`src/arop_defines.vh`:
```
// Constants for the converter result output port: register map, field
// positions, reset values, pin positions on the shared data bus, timing.
// Assumes a 100 MHz mclk; included by its bare name.
`ifndef AROP_DEFINES_VH
`define AROP_DEFINES_VH

`define AROP_CLK_NS 10
`define AROP_RESULT_BITS 14

// Word registers on the Wishbone bus, word indices compared with wb_adr_i[3:2]
`define AROP_ADDR_CTRL 2'h0
`define AROP_ADDR_STATUS 2'h1
`define AROP_ADDR_RESULT 2'h2

// Control register fields
`define AROP_CTRL_LINK 0
`define AROP_CTRL_BYTE 1
`define AROP_CTRL_CSRC 2
`define AROP_CTRL_SINV 3
`define AROP_CTRL_FINV 4
`define AROP_CTRL_RDC 5
`define AROP_CTRL_DIV_LO 6
`define AROP_CTRL_DIV_HI 7
`define AROP_CTRL_RESET 8'h00

// Status register fields
`define AROP_STAT_BUSY 0
`define AROP_STAT_FRAME 1
`define AROP_STAT_OVR 2
`define AROP_STAT_CNT_LO 4

// Serial signals on the data pins; pins 13..10 belong to the config port
`define AROP_PIN_SERIAL_RESULT_OUT 2
`define AROP_PIN_SCLK 3
`define AROP_PIN_FRAME 4
`define AROP_PIN_OVR 5

// Serial clock half periods
`define AROP_FAST_HALF_NS 20
`define AROP_SLOW_HALF_NS 40
`define AROP_DIV_HALF_NS 20
`define AROP_FAST_BITS 8
`define AROP_FAST_HALF_CYC ((`AROP_FAST_HALF_NS + `AROP_CLK_NS - 1) / `AROP_CLK_NS)
`define AROP_SLOW_HALF_CYC ((`AROP_SLOW_HALF_NS + `AROP_CLK_NS - 1) / `AROP_CLK_NS)
`define AROP_DIV_HALF_CYC ((`AROP_DIV_HALF_NS + `AROP_CLK_NS - 1) / `AROP_CLK_NS)

`endif

```
`src/arop_top.v`:
```
// Result output port of a sampling converter: parallel bus or serial
// link (internal or external clock) on shared data pins, plus a
// Wishbone slave holding mode control, status and the last result.
// Assumes conv_busy/conv_done/conv_result come from the core on mclk,
// and that cs_n, rd_n and the external serial clock arrive from pins.
`timescale 1ns/1ns
`include "arop_defines.vh"

module arop_top #(
  parameter RES_W = `AROP_RESULT_BITS
) (
  input wire mclk,
  input wire rst,
  input wire wb_cyc_i,
  input wire wb_stb_i,
  input wire wb_we_i,
  input wire [3:0] wb_adr_i,
  input wire [3:0] wb_sel_i,
  input wire [31:0] wb_dat_i,
  output wire [31:0] wb_dat_o,
  output wire wb_ack_o,
  input wire conv_busy,
  input wire conv_done,
  input wire [RES_W-1:0] conv_result,
  input wire cs_n_pin,
  input wire rd_n_pin,
  input wire serial_result_clock_in,
  output wire busy_out,
  output wire read_overrun_flag,
  output wire [RES_W-1:0] d_out,
  output wire [RES_W-1:0] d_oe_n
);

  localparam [1:0] ST_IDLE = 2'b00;
  localparam [1:0] ST_LEAD = 2'b01;
  localparam [1:0] ST_HIGH = 2'b10;
  localparam [1:0] ST_LOW = 2'b11;

  localparam integer FAST_I = `AROP_FAST_HALF_CYC;
  localparam integer SLOW_I = `AROP_SLOW_HALF_CYC;
  localparam integer DIV_I = `AROP_DIV_HALF_CYC;
  localparam integer FBITS_I = `AROP_FAST_BITS;
  localparam integer RES_I = RES_W;
  localparam [7:0] FAST_HALF = FAST_I[7:0];
  localparam [7:0] SLOW_HALF = SLOW_I[7:0];
  localparam [7:0] DIV_HALF = DIV_I[7:0];
  localparam [4:0] FAST_BITS = FBITS_I[4:0];
  localparam [4:0] ALL_BITS = RES_I[4:0];

  reg [7:0] ctrl_reg;
  reg [RES_W-1:0] result_reg;
  reg [RES_W-1:0] shift_reg;
  reg [4:0] bit_cnt_reg;
  reg [1:0] state_reg;
  reg [7:0] tick_reg;
  reg sclk_reg;
  reg frame_reg;
  reg hold_busy_reg;
  reg ovr_sticky_reg;
  reg ovr_pulse_reg;
  reg busy_d_reg;
  reg ext_idle_reg;
  reg ext_prev_reg;
  reg sel_d_reg;
  reg ack_reg;
  reg [31:0] dat_o_reg;
  reg [RES_W-1:0] pin_out_reg;
  reg [RES_W-1:0] pin_oe_n_reg;
  reg [RES_W-1:0] pin_out_next;
  reg [RES_W-1:0] pin_oe_n_next;
  reg [31:0] rd_next;

  wire [2:0] sync_v;
  wire cs_n_s;
  wire rd_n_s;
  wire sclk_s;
  wire sel;
  wire link_ser;
  wire byte_swap;
  wire ext_clk;
  wire sclk_inv;
  wire frame_inv;
  wire read_during_conversion_sel;
  wire [1:0] div;
  wire int_mode;
  wire ext_mode;
  wire conv_start;
  wire wb_hit;
  wire wb_wr;
  wire ovr_event;
  wire pulse_end;

  // Half period of the current bit in internal clock mode
  function [7:0] half_cycles;
    input rdc_f;
    input [1:0] div_f;
    input [4:0] left_f;
    begin
      if (rdc_f) begin
        if ((ALL_BITS - left_f) < FAST_BITS)
          half_cycles = FAST_HALF;
        else
          half_cycles = SLOW_HALF;
      end else begin
        half_cycles = DIV_HALF << div_f;
      end
    end
  endfunction

  arop_sync3 #(
    .W(3)
  ) u_sync (
    .mclk(mclk),
    .rst(rst),
    .async_in({serial_result_clock_in, rd_n_pin, cs_n_pin}),
    .stable_out(sync_v)
  );

  assign cs_n_s = sync_v[0];
  assign rd_n_s = sync_v[1];
  assign sclk_s = sync_v[2];
  assign sel = ~cs_n_s & ~rd_n_s;

  assign link_ser = ctrl_reg[`AROP_CTRL_LINK];
  assign byte_swap = ctrl_reg[`AROP_CTRL_BYTE];
  assign ext_clk = ctrl_reg[`AROP_CTRL_CSRC];
  assign sclk_inv = ctrl_reg[`AROP_CTRL_SINV];
  assign frame_inv = ctrl_reg[`AROP_CTRL_FINV];
  assign read_during_conversion_sel = ctrl_reg[`AROP_CTRL_RDC];
  assign div = ctrl_reg[`AROP_CTRL_DIV_HI:`AROP_CTRL_DIV_LO];
  assign int_mode = link_ser & ~ext_clk;
  assign ext_mode = link_ser & ext_clk;

  assign conv_start = conv_busy & ~busy_d_reg;
  assign wb_hit = wb_cyc_i & wb_stb_i & ~ack_reg;
  // Writes land at the edge where the master samples ack high
  assign wb_wr = wb_cyc_i & wb_stb_i & wb_we_i & wb_sel_i[0] & ack_reg;
  // Previous result not fully shifted when the next one lands
  assign ovr_event = ext_mode & read_during_conversion_sel & conv_done & (bit_cnt_reg != 5'h00);
  // A pulse ends when the clock returns to its resting level
  assign pulse_end = sel & sel_d_reg & (sclk_s != ext_prev_reg) &
                     (sclk_s == ext_idle_reg);

  // Completed conversions only; a running one never disturbs this copy
  always @(posedge mclk) begin
    if (rst)
      result_reg <= {RES_W{1'b0}};
    else if (conv_done)
      result_reg <= conv_result;
  end

  // Serial shifter, clock maker and frame
  always @(posedge mclk) begin
    if (rst) begin
      shift_reg <= {RES_W{1'b0}};
      bit_cnt_reg <= 5'h00;
      state_reg <= ST_IDLE;
      tick_reg <= 8'h00;
      sclk_reg <= 1'b0;
      frame_reg <= 1'b0;
      hold_busy_reg <= 1'b0;
      busy_d_reg <= 1'b0;
      ext_idle_reg <= 1'b0;
      ext_prev_reg <= 1'b0;
      sel_d_reg <= 1'b0;
    end else begin
      busy_d_reg <= conv_busy;
      ext_prev_reg <= sclk_s;
      sel_d_reg <= sel;
      if (sel & ~sel_d_reg)
        ext_idle_reg <= sclk_s;
      if (int_mode) begin
        if (state_reg == ST_IDLE) begin
          if (read_during_conversion_sel ? conv_start : conv_done) begin
            shift_reg <= read_during_conversion_sel ? result_reg : conv_result;
            bit_cnt_reg <= ALL_BITS;
            state_reg <= ST_LEAD;
            tick_reg <= half_cycles(read_during_conversion_sel, div, ALL_BITS) - 8'h01;
            frame_reg <= 1'b1;
            hold_busy_reg <= ~read_during_conversion_sel;
          end
        end else if (tick_reg != 8'h00) begin
          tick_reg <= tick_reg - 8'h01;
        end else begin
          tick_reg <= half_cycles(read_during_conversion_sel, div, bit_cnt_reg) - 8'h01;
          case (state_reg)
            ST_LEAD: begin
              sclk_reg <= 1'b1;
              state_reg <= ST_HIGH;
            end
            ST_HIGH: begin
              sclk_reg <= 1'b0;
              state_reg <= ST_LOW;
            end
            ST_LOW: begin
              // Data moves mid-low, away from both clock edges
              shift_reg <= {shift_reg[RES_W-2:0], 1'b0};
              bit_cnt_reg <= bit_cnt_reg - 5'h01;
              if (bit_cnt_reg == 5'h01) begin
                state_reg <= ST_IDLE;
                frame_reg <= 1'b0;
                hold_busy_reg <= 1'b0;
              end else begin
                state_reg <= ST_LEAD;
              end
            end
            default: begin
              state_reg <= ST_IDLE;
            end
          endcase
        end
      end else begin
        state_reg <= ST_IDLE;
        sclk_reg <= 1'b0;
        frame_reg <= 1'b0;
        hold_busy_reg <= 1'b0;
        if (ext_mode & conv_done) begin
          shift_reg <= conv_result;
          bit_cnt_reg <= ALL_BITS;
        end else if (ext_mode & pulse_end & (bit_cnt_reg != 5'h00)) begin
          shift_reg <= {shift_reg[RES_W-2:0], 1'b0};
          bit_cnt_reg <= bit_cnt_reg - 5'h01;
        end
      end
    end
  end

  // Overrun: one-cycle pulse plus a sticky copy; a new event beats a clear
  always @(posedge mclk) begin
    if (rst) begin
      ovr_pulse_reg <= 1'b0;
      ovr_sticky_reg <= 1'b0;
    end else begin
      ovr_pulse_reg <= ovr_event;
      if (ovr_event)
        ovr_sticky_reg <= 1'b1;
      else if (wb_wr &
               (wb_adr_i[3:2] == `AROP_ADDR_STATUS) &
               wb_dat_i[`AROP_STAT_OVR])
        ovr_sticky_reg <= 1'b0;
    end
  end

  // Pin drive
  always @* begin
    pin_out_next = {RES_W{1'b0}};
    pin_oe_n_next = {RES_W{1'b1}};
    if (!link_ser) begin
      if (byte_swap) begin
        pin_out_next[7:0] = {{(16 - RES_W){1'b0}}, result_reg[RES_W-1:8]};
        pin_out_next[RES_W-1:8] = result_reg[RES_W-9:0];
      end else begin
        pin_out_next = result_reg;
      end
      pin_oe_n_next = {RES_W{1'b0}};
    end else begin
      pin_out_next[`AROP_PIN_SERIAL_RESULT_OUT] = shift_reg[RES_W-1];
      pin_oe_n_next[`AROP_PIN_SERIAL_RESULT_OUT] = 1'b0;
      if (int_mode) begin
        pin_out_next[`AROP_PIN_SCLK] = sclk_reg ^ sclk_inv;
        pin_out_next[`AROP_PIN_FRAME] = frame_reg ^ frame_inv;
        pin_oe_n_next[`AROP_PIN_SCLK] = 1'b0;
        pin_oe_n_next[`AROP_PIN_FRAME] = 1'b0;
      end else begin
        pin_out_next[`AROP_PIN_OVR] = ovr_pulse_reg;
        pin_oe_n_next[`AROP_PIN_OVR] = 1'b0;
      end
      pin_oe_n_next[RES_W-1:RES_W-4] = 4'hF;
    end
    if (!sel)
      pin_oe_n_next = {RES_W{1'b1}};
  end

  always @(posedge mclk) begin
    if (rst) begin
      pin_out_reg <= {RES_W{1'b0}};
      pin_oe_n_reg <= {RES_W{1'b1}};
    end else begin
      pin_out_reg <= pin_out_next;
      pin_oe_n_reg <= pin_oe_n_next;
    end
  end

  // Register read data
  always @* begin
    rd_next = 32'h00000000;
    case (wb_adr_i[3:2])
      `AROP_ADDR_CTRL: begin
        rd_next[7:0] = ctrl_reg;
      end
      `AROP_ADDR_STATUS: begin
        rd_next[`AROP_STAT_BUSY] = busy_out;
        rd_next[`AROP_STAT_FRAME] = frame_reg;
        rd_next[`AROP_STAT_OVR] = ovr_sticky_reg;
        rd_next[`AROP_STAT_CNT_LO+4:`AROP_STAT_CNT_LO] = bit_cnt_reg;
      end
      `AROP_ADDR_RESULT: begin
        rd_next[RES_W-1:0] = result_reg;
      end
      default: begin
        rd_next = 32'h00000000;
      end
    endcase
  end

  // Wishbone slave: one wait state, unmapped reads return zero
  always @(posedge mclk) begin
    if (rst) begin
      ack_reg <= 1'b0;
      dat_o_reg <= 32'h00000000;
      ctrl_reg <= `AROP_CTRL_RESET;
    end else begin
      ack_reg <= wb_hit;
      if (wb_hit)
        dat_o_reg <= rd_next;
      if (wb_wr &
          (wb_adr_i[3:2] == `AROP_ADDR_CTRL))
        ctrl_reg <= wb_dat_i[7:0];
    end
  end

  assign wb_ack_o = ack_reg;
  assign wb_dat_o = dat_o_reg;
  assign busy_out = conv_busy | hold_busy_reg;
  assign read_overrun_flag = ovr_pulse_reg;
  assign d_out = pin_out_reg;
  assign d_oe_n = pin_oe_n_reg;

endmodule

```
`src/arop_sync3.v`:
```
// Three-stage synchroniser for pin inputs.
// Assumes inputs come from outside mclk; a change is taken once the
// second and third stages agree.
`timescale 1ns/1ns

module arop_sync3 #(
  parameter W = 1
) (
  input wire mclk,
  input wire rst,
  input wire [W-1:0] async_in,
  output wire [W-1:0] stable_out
);

  reg [W-1:0] s1_reg;
  reg [W-1:0] s2_reg;
  reg [W-1:0] s3_reg;
  reg [W-1:0] out_reg;

  always @(posedge mclk) begin
    if (rst) begin
      s1_reg <= {W{1'b1}};
      s2_reg <= {W{1'b1}};
      s3_reg <= {W{1'b1}};
      out_reg <= {W{1'b1}};
    end else begin
      s1_reg <= async_in;
      s2_reg <= s1_reg;
      s3_reg <= s2_reg;
      // Follow stages two and three once they agree, otherwise hold
      out_reg <= (s2_reg & s3_reg) | (out_reg & (s2_reg ^ s3_reg));
    end
  end

  assign stable_out = out_reg;

endmodule

```
`config.mk`:
```
export PLATFORM = sky130hd
export DESIGN_NAME = arop_top
export DESIGN_NICKNAME = d
export VERILOG_FILES = /design/src/arop_top.v /design/src/arop_sync3.v
export VERILOG_INCLUDE_DIRS = /design/src /design/src/src
export SDC_FILE = /design/constraint.sdc
export NUM_CORES = 1
export LEC_CHECK = 0
export BUFFER_PORTS_ARGS = -buffer_cell sky130_fd_sc_hd__buf_2
export CORE_MARGIN = 2
export CORE_UTILIZATION = 57
export CTS_CLUSTER_DIAMETER = 80
export DETAILED_ROUTE_END_ITERATION = 8
export GPL_ROUTABILITY_DRIVEN = 0
export GPL_TIMING_DRIVEN = 0
export PLACE_DENSITY = 0.85
export SLEW_MARGIN = 10
export SYNTH_ARGS = -nofsm -noshare
export SYNTH_HDL_FRONTEND = slang
export SYNTH_HIERARCHICAL = 1
export SYNTH_SLANG_ARGS = --single-unit
```
`constraint.sdc`:
```
create_clock -name mclk -period 5.4 [get_ports mclk]
set_input_delay 1.08 -clock mclk [delete_from_list [all_inputs] [get_ports mclk]]
set_output_delay 1.08 -clock mclk [all_outputs]
set_load 0.01 [all_outputs]
```
==> results of run 1 <==
-- metrics by stage --
step	std cells	hold slack (ns)	setup WS (ns)	total power [mW]
after floorplan	577	0.383	2.89	0.888
after global placement	763	0.388	2.46	0.927
after detailed placement	763	0.392	2.49	0.931
after CTS	779	0.418	2.50	1.44
after global routing	779	0.440	2.32	1.49
final	779	0.417	2.44	1.45
-- cells in the mapped netlist, drive strengths merged, types with 2 or more instances --
library cell,number,area [sq um]
dfxtp,105,2100
nor2,57,214
a21oi,49,245
buf,46,313
nand2,33,124
mux2i,29,290
clkbuf,23,86.3
a222oi,20,200
nand3,20,100
inv,17,63.8
a211oi,16,120
ha,14,175
nor3,13,70.1
or2,12,75.1
a31oi,8,65.1
and3,6,37.5
nand2b,6,37.5
a311oi,5,56.3
nand4,5,31.3
nor4,5,46.3
o21ai,5,25.0
or3,5,31.3
a211o,4,36.3
nor2b,4,25.0
nor3b,4,30.0
or3b,4,35.0
and4,3,26.3
nand3b,3,22.5
o211ai,3,27.5
a21boi,2,18.8
a21o,2,15.0
a31o,2,17.5
and2,2,12.5
o21a,2,15.0
o221a,2,22.5
o22ai,2,12.5
o31ai,2,15.0
xor2,2,17.5
-- power groups by stage --
stage	clock network [mW]	registers, mW	logic [mW]
after floorplan	0	0.820	0.0675
after global placement	0	0.823	0.104
after detailed placement	0	0.823	0.107
after CTS	0.527	0.806	0.109
after global routing	0.561	0.808	0.121
final	0.529	0.806	0.111
-- final timing paths --
path                      end  depth (start not counted)
max               tick_reg[2]                         12
min reg2reg  u_sync/s2_reg[1]                          1
max reg2reg       tick_reg[2]                         12
min          u_sync/s2_reg[1]                          1
-- layout make-up --
class,count,area [sq um],area share [%]
Multi-Input combinational cell,386,2530,43.3
Sequential cell,105,2100,36.0
Buffer,69,399,6.84
Timing Repair Buffer,78,390,6.69
Tap cell,108,135,2.32
Clock buffer,9,124,2.12
Clock inverter,7,92.6,1.59
Inverter,17,63.8,1.09
-- critical path, stage by stage, from the launching register on --
cell,delay [ns]
dfxtp_1,0.37
inv_1,0.10
ha_1,0.27
buf_2,0.22
a31oi_4,0.30
a311o_1,0.27
a21boi_0,0.22
ha_1,0.29
nor2_1,0.06
a311oi_1,0.38
nor2_1,0.12
nor4_1,0.19
nor3b_1,0.08
-- routing by layer --
metal  vias up  global-route usage [%]  wire length [um]
li1       2205                       -                 -
met1      2214                    36.2              5530
met2       323                    45.0              6270
met3        49                    5.23              1280
met4         0                    13.6               494
met5         -                       0                 0
-- cells in the final DEF, fill, tap and decap left out, types with 3 or more instances in the layout --
| cell type | count |
|---|---|
| nor3b_1 | 4 |
| buf_4 | 31 |
| or3_1 | 5 |
| and3_1 | 6 |
| mux2i_1 | 29 |
| nand2b_1 | 6 |
| conb_1 | 18 |
| nand3_1 | 20 |
| clkbuf_8 | 9 |
| nand3b_1 | 3 |
| nand2_1 | 33 |
| buf_2 | 85 |
| clkbuf_1 | 23 |
| a211oi_1 | 16 |
| ha_1 | 14 |
| nor2b_1 | 4 |
| dfxtp_1 | 105 |
| nor2_1 | 57 |
| a311oi_1 | 3 |
| a211o_1 | 3 |
| a31oi_1 | 7 |
| nor3_1 | 12 |
| a21oi_1 | 49 |
| and4_1 | 3 |
| buf_1 | 6 |
| or3b_2 | 3 |
| a222oi_1 | 20 |
| nand4_1 | 5 |
| inv_1 | 16 |
| o21ai_0 | 5 |
| or2_1 | 9 |
| nor4_1 | 4 |
-- kinds of logic (layout without fill, tap and decap cells) --
kind of cell | count (synthesis) | in the layout | share of synthesized area [%]
AND/OR/NAND/NOR | 185 | 185 | 18.9
flip-flops | 105 | 105 | 41.8
multiplexers | 29 | 29 | 5.77
other | 1 | 18 | 0.0746
AO/OA/AOI/OAI | 138 | 138 | 20.4
adder cells (fa/ha/maj) | 14 | 14 | 3.48
XOR/XNOR | 2 | 2 | 0.348
buffers and inverters | 86 | 180 | 9.20
==> metrics.md, run 1 <==
| Metric | Value |
|---|---|
| Starting Density | `58.2%` |
| Worst-path clk slew | `0.11 ns` |
| Clock Sinks | `105` |
| Fmax | `337 MHz` |
| DR pass1 iterations | `9` |
| Detailed placement HPWL | `9.74 mm` |
| 1st-iter DRT viols | `436` |
| Row count | `34` |
| Sequential area share after synthesis | `41.8%` |
| Pin count of the biggest net entering global routing | `21` |
| First-pass GRT wire length | `21.7 mm` |
| Flop2flop setup slack | `2.44 ns` |
| Syn avg cell area | `8.98 sq um` |
| Chip width | `97.9 um` |
| Total wire length | `13.6 mm` |
| Crit path from | `state_reg[0]` |
| Fin util | `67.6%` |
| CTS Buf Count | `9` |
| Peak supply drop | `197 uV` |
| Int Power | `1.06 mW` |
| Min-delay src | `u_sync/s1_reg[1]` |
| Final hold vios | `0` |
| Final net count | `744` |
| Status | `finished, violations left` |
| Longest Clk Path Bufs | `2` |
| Synth Register Bits | `105` |
| Worst skew pair latency | `0.39 ns` |
| Worst-path maximum fanout | `10` |
| Layout cells sized above 1 | `23.0%` |
| CTS Hold Bufs | `0` |
| Synth Cell Area | `5030 sq um` |
| DRT antenna net count | `0` |
| Failing checks | `design-rule violations` |
| Vias in the first global route | `4442` |
| DR vias | `4791` |
| Asr flop ratio synth | `0%` |
| Startpoint types | `flop` |
| FILL cells | `713` |
| DRC | `11` |
| Crit path kind | `flop to flop` |
| H-Tree Depth | `3` |
| Layout area overhead | `16.0%` |
| Buffers on Ports | `78` |
| DR vias/cell | `6.15` |
| Die height | `97.9 um` |
| PwrDens | `248 nW/um^2` |
| Ys flop type | `dfxtp_1` |
| CTS root buf | `clkbuf_8` |
| Tot GR Track Use | `27.9%` |
| Max cap viols | `0` |
| Worst EP required | `5.68 ns` |
| Worst slew pin tran | `0.719 ns` |
| FF-to-FF Start | `state_reg[0]` |
| Leakage | `2.32 nW` |
| Clock power share | `36.6%` |
| Max-Slew Margin vs Limit | `52.0%` |
| Ant diodes | `0` |
| Psw | `0.384 mW` |
| RSZ-0062 raised after global routing | `no` |
| Initial antenna violation count | `0` |
| Synth cell types | `70` |
| Min-Delay Path Class | `flop to flop` |
| Sw Share | `26.6%` |
| Flop pwr share | `55.7%` |
| Post-cts sizing count | `0` |
| Cells after synthesis | `560` |
| Critical Path End Type | `flop` |
| GRT Residual Overflow | `0` |
| Tmin final | `2.96 ns` |
| Final setup fails | `0` |
| Setup TNS | `0 ns` |
| DP Area | `5620 sq um` |
| Final Max Tran Viols | `0` |
| Post-synth EDFFs | `0` |
| Core footprint | `8640 sq um` |
| Crit path DAT | `3.24 ns` |
| Avg WL per Cell | `17.4 um` |
| Boundary pin count | `127` |
| Full die area | `9590 sq um` |
| Design Area, Final | `5840 sq um` |
| Tcrit/Tclk final | `54.9%` |
| Gate power share | `7.7%` |
| Post-CTS setup buffers | `0` |
| Ys Warns | `6` |
| Layout Skew | `0.0126 ns` |
| CTS tree | `built` |
No activity file was read; power rests on OpenSTA's default activity.
==> run 2, diff against run 1 <==
--- a/config.mk
+++ b/config.mk
@@ -8,12 +8,12 @@
 export LEC_CHECK = 0
 export BUFFER_PORTS_ARGS = -buffer_cell sky130_fd_sc_hd__buf_2
 export CORE_MARGIN = 2
-export CORE_UTILIZATION = 57
+export CORE_UTILIZATION = 48
 export CTS_CLUSTER_DIAMETER = 80
 export DETAILED_ROUTE_END_ITERATION = 8
 export GPL_ROUTABILITY_DRIVEN = 0
 export GPL_TIMING_DRIVEN = 0
-export PLACE_DENSITY = 0.85
+export PLACE_DENSITY = 0.76
 export SLEW_MARGIN = 10
 export SYNTH_ARGS = -nofsm -noshare
 export SYNTH_HDL_FRONTEND = slang
==> constraint.sdc (replaced) <==
create_clock -name mclk -period 2.5 [get_ports mclk]
set_input_delay 0.5 -clock mclk [delete_from_list [all_inputs] [get_ports mclk]]
set_output_delay 0.5 -clock mclk [all_outputs]
set_load 0.01 [all_outputs]
==> metrics.md, run 2 (same netlist as run 1, synthesis figures left out) <==
| Metric | Value |
|---|---|
| Row count | `37` |
| Final setup fails | `0` |
| M1 WL | `5.85 mm` |
| Tot GR Track Use | `24.6%` |
| GRT Residual Overflow | `0` |
| Die height | `106 um` |
| Design Area, Final | `6040 sq um` |
| PwrDens | `528 nW/um^2` |
| DR WL met2 | `6.42 mm` |
| Psw | `0.761 mW` |
| Longest Clk Path Bufs | `2` |
| Chip width | `106 um` |
| H-Tree Depth | `3` |
| Worst-path maximum fanout | `8` |
| Critical Path End Type | `flop` |
| FF-to-FF Start | `bit_cnt_reg[1]` |
| Clock power share | `38.0%` |
| Status | `finished, violations left` |
| Failing checks | `design-rule violations` |
| Max cap viols | `0` |
| CTS root buf | `clkbuf_8` |
| CTS Hold Bufs | `0` |
| Vias in the first global route | `4423` |
| Startpoint types | `flop` |
| Pre-CTS setup slack | `-0.347 ns` |
| Initial antenna violation count | `0` |
| Int Power | `2.43 mW` |
| Peak supply drop | `355 uV` |
| Top routing layer in use | `met4` |
| Leakage | `2.39 nW` |
| 1st-iter DRT viols | `468` |
| Crit path from | `bit_cnt_reg[1]` |
| Layout Skew | `0.00997 ns` |
| Starting Density | `49.2%` |
| Avg WL per Cell | `16.8 um` |
| Gate power share | `7.4%` |
| DR pass1 iterations | `9` |
| Hold path depth | `2` |
| Sw Share | `23.9%` |
| Worst skew pair latency | `0.37 ns` |
| Min-delay src | `cs_n_pin` |
| Hold endpoint | `u_sync/s1_reg[0]` |
| Max-Slew Margin vs Limit | `50.7%` |
| Final hold vios | `0` |
| Min-Delay Path Class | `input pin to flop` |
| Worst-path clk slew | `0.10 ns` |
| Ant diodes | `0` |
| Layout cells sized above 1 | `27.1%` |
| Crit path kind | `flop to flop` |
| Post-route setup slack | `0.107 ns` |
| Boundary pin count | `127` |
| Flop2flop setup slack | `0.11 ns` |
| DR vias | `4665` |
| Pin count of the biggest net entering global routing | `18` |
| R2r endpoint | `tick_reg[2]` |
| Full die area | `11300 sq um` |
| Core footprint | `10200 sq um` |
| DR vias/cell | `5.72` |
| Most common cell after layout, fill and taps aside | `dfxtp_1` |
| Final Max Tran Viols | `0` |
| Tmin final | `2.39 ns` |
| Tcrit/Tclk final | `95.7%` |
| Total wire length | `13.7 mm` |
| Worst-case reg-to-reg path depth | `11` |
| Crit path DAT | `2.65 ns` |
| First-pass GRT wire length | `22.1 mm` |
| FILL cells | `921` |
| Worst EP required | `2.76 ns` |
| Detailed placement HPWL | `9.79 mm` |
| Buffers on Ports | `78` |
| DRT antenna net count | `0` |
| Met3 WL post-DR | `1.06 mm` |
| Layout area overhead | `20.0%` |
| CTS Buf Count | `9` |
| CTS tree | `built` |
| Final net count | `752` |
| Commonest cells after routing, fill and taps aside | `dfxtp_1, buf_2, nor2_1, a21oi_1, buf_4` |
| RSZ-0062 raised after global routing | `yes` |
| Flop pwr share | `54.5%` |
| Fmax | `418 MHz` |
| DRC | `1` |
| Clock Sinks | `105` |
| DP Area | `5650 sq um` |
| Worst slew pin tran | `0.739 ns` |
==> run 2: cell types whose count changed in the layout (fill, tap and decap cells not counted), moves of 2 or more <==
cell and change:
dfxtp_4 +2, inv_2 +2, clkbuf_1 -2, buf_4 +10
ha_1 -2, clkbuf_8 +2, inv_1 -2, dfxtp_1 -9
dfxtp_2 +7
==> run 2: what timing repair did <==
| item | 4_1_cts | 5_1_grt |
|---|---|---|
| gates cloned | 0 | 0 |
| setup buffers | 8 | 3 |
| resized for setup | 16 | 12 |
| pin swaps | 8 | 9 |
| endpoints found under the setup margin | 3 | 4 |
==> run 2: metal layers <==
metal	track usage [%]	up-vias
met5	0	-
met4	11.1	0
met3	3.86	33
met2	40.1	228
met1	32.1	2183
li1	-	2221
==> run 2: area by class of cell <==
cell class | instances | area (sq um) | share of cell area, %
Buffer | 67 | 399 | 6.61
Clock buffer | 11 | 151 | 2.51
Clock inverter | 5 | 85.1 | 1.41
Inverter | 17 | 63.8 | 1.06
Multi-Input combinational cell | 386 | 2580 | 42.8
Sequential cell | 105 | 2120 | 35.1
Tap cell | 136 | 170 | 2.82
Timing Repair Buffer | 88 | 465 | 7.71
==> run 2: stage by stage <==
step           power (mW)  utilization [%]  TNS [ns]  hold slack, ns  std cells
6_report             3.19             59.0         0           0.299        815
5_1_grt              3.30             59.0  -0.00759           0.297        815
3_3_place_gp         2.01             55.3    -0.341           0.389        791
4_1_cts              3.20             58.5         0           0.290        813
2_1_floorplan        1.92                -         0           0.383        577
3_5_place_dp         2.01             55.3    -0.606           0.391        791
==> run 2: worst max path at each step <==
stage | cells past startpoint | endpoint
after global routing | 11 | tick_reg[2]
after CTS | 12 | tick_reg[2]
after global placement | 12 | tick_reg[2]
final | 11 | tick_reg[2]
after detailed placement | 11 | tick_reg[2]
after floorplan | 12 | tick_reg[2]
==> run 2: power groups by stage <==
stage / clock, mW / combinational, mW / sequential (mW)
floorplan: 0 / 0.146 / 1.77
global placement: 0 / 0.227 / 1.78
detailed placement: 0 / 0.232 / 1.78
CTS: 1.22 / 0.234 / 1.74
global route: 1.29 / 0.263 / 1.74
finish: 1.21 / 0.238 / 1.74
==> run 2: worst max-delay path: stages, from the launching register on <==
cell,delay (ns)
dfxtp_4,0.38
ha_1,0.19
and4_1,0.20
a2bb2oi_2,0.17
a311o_1,0.24
a21boi_2,0.17
ha_2,0.20
nor2_1,0.06
a311oi_2,0.27
nor2_1,0.11
nor4_2,0.21
nor3b_2,0.07
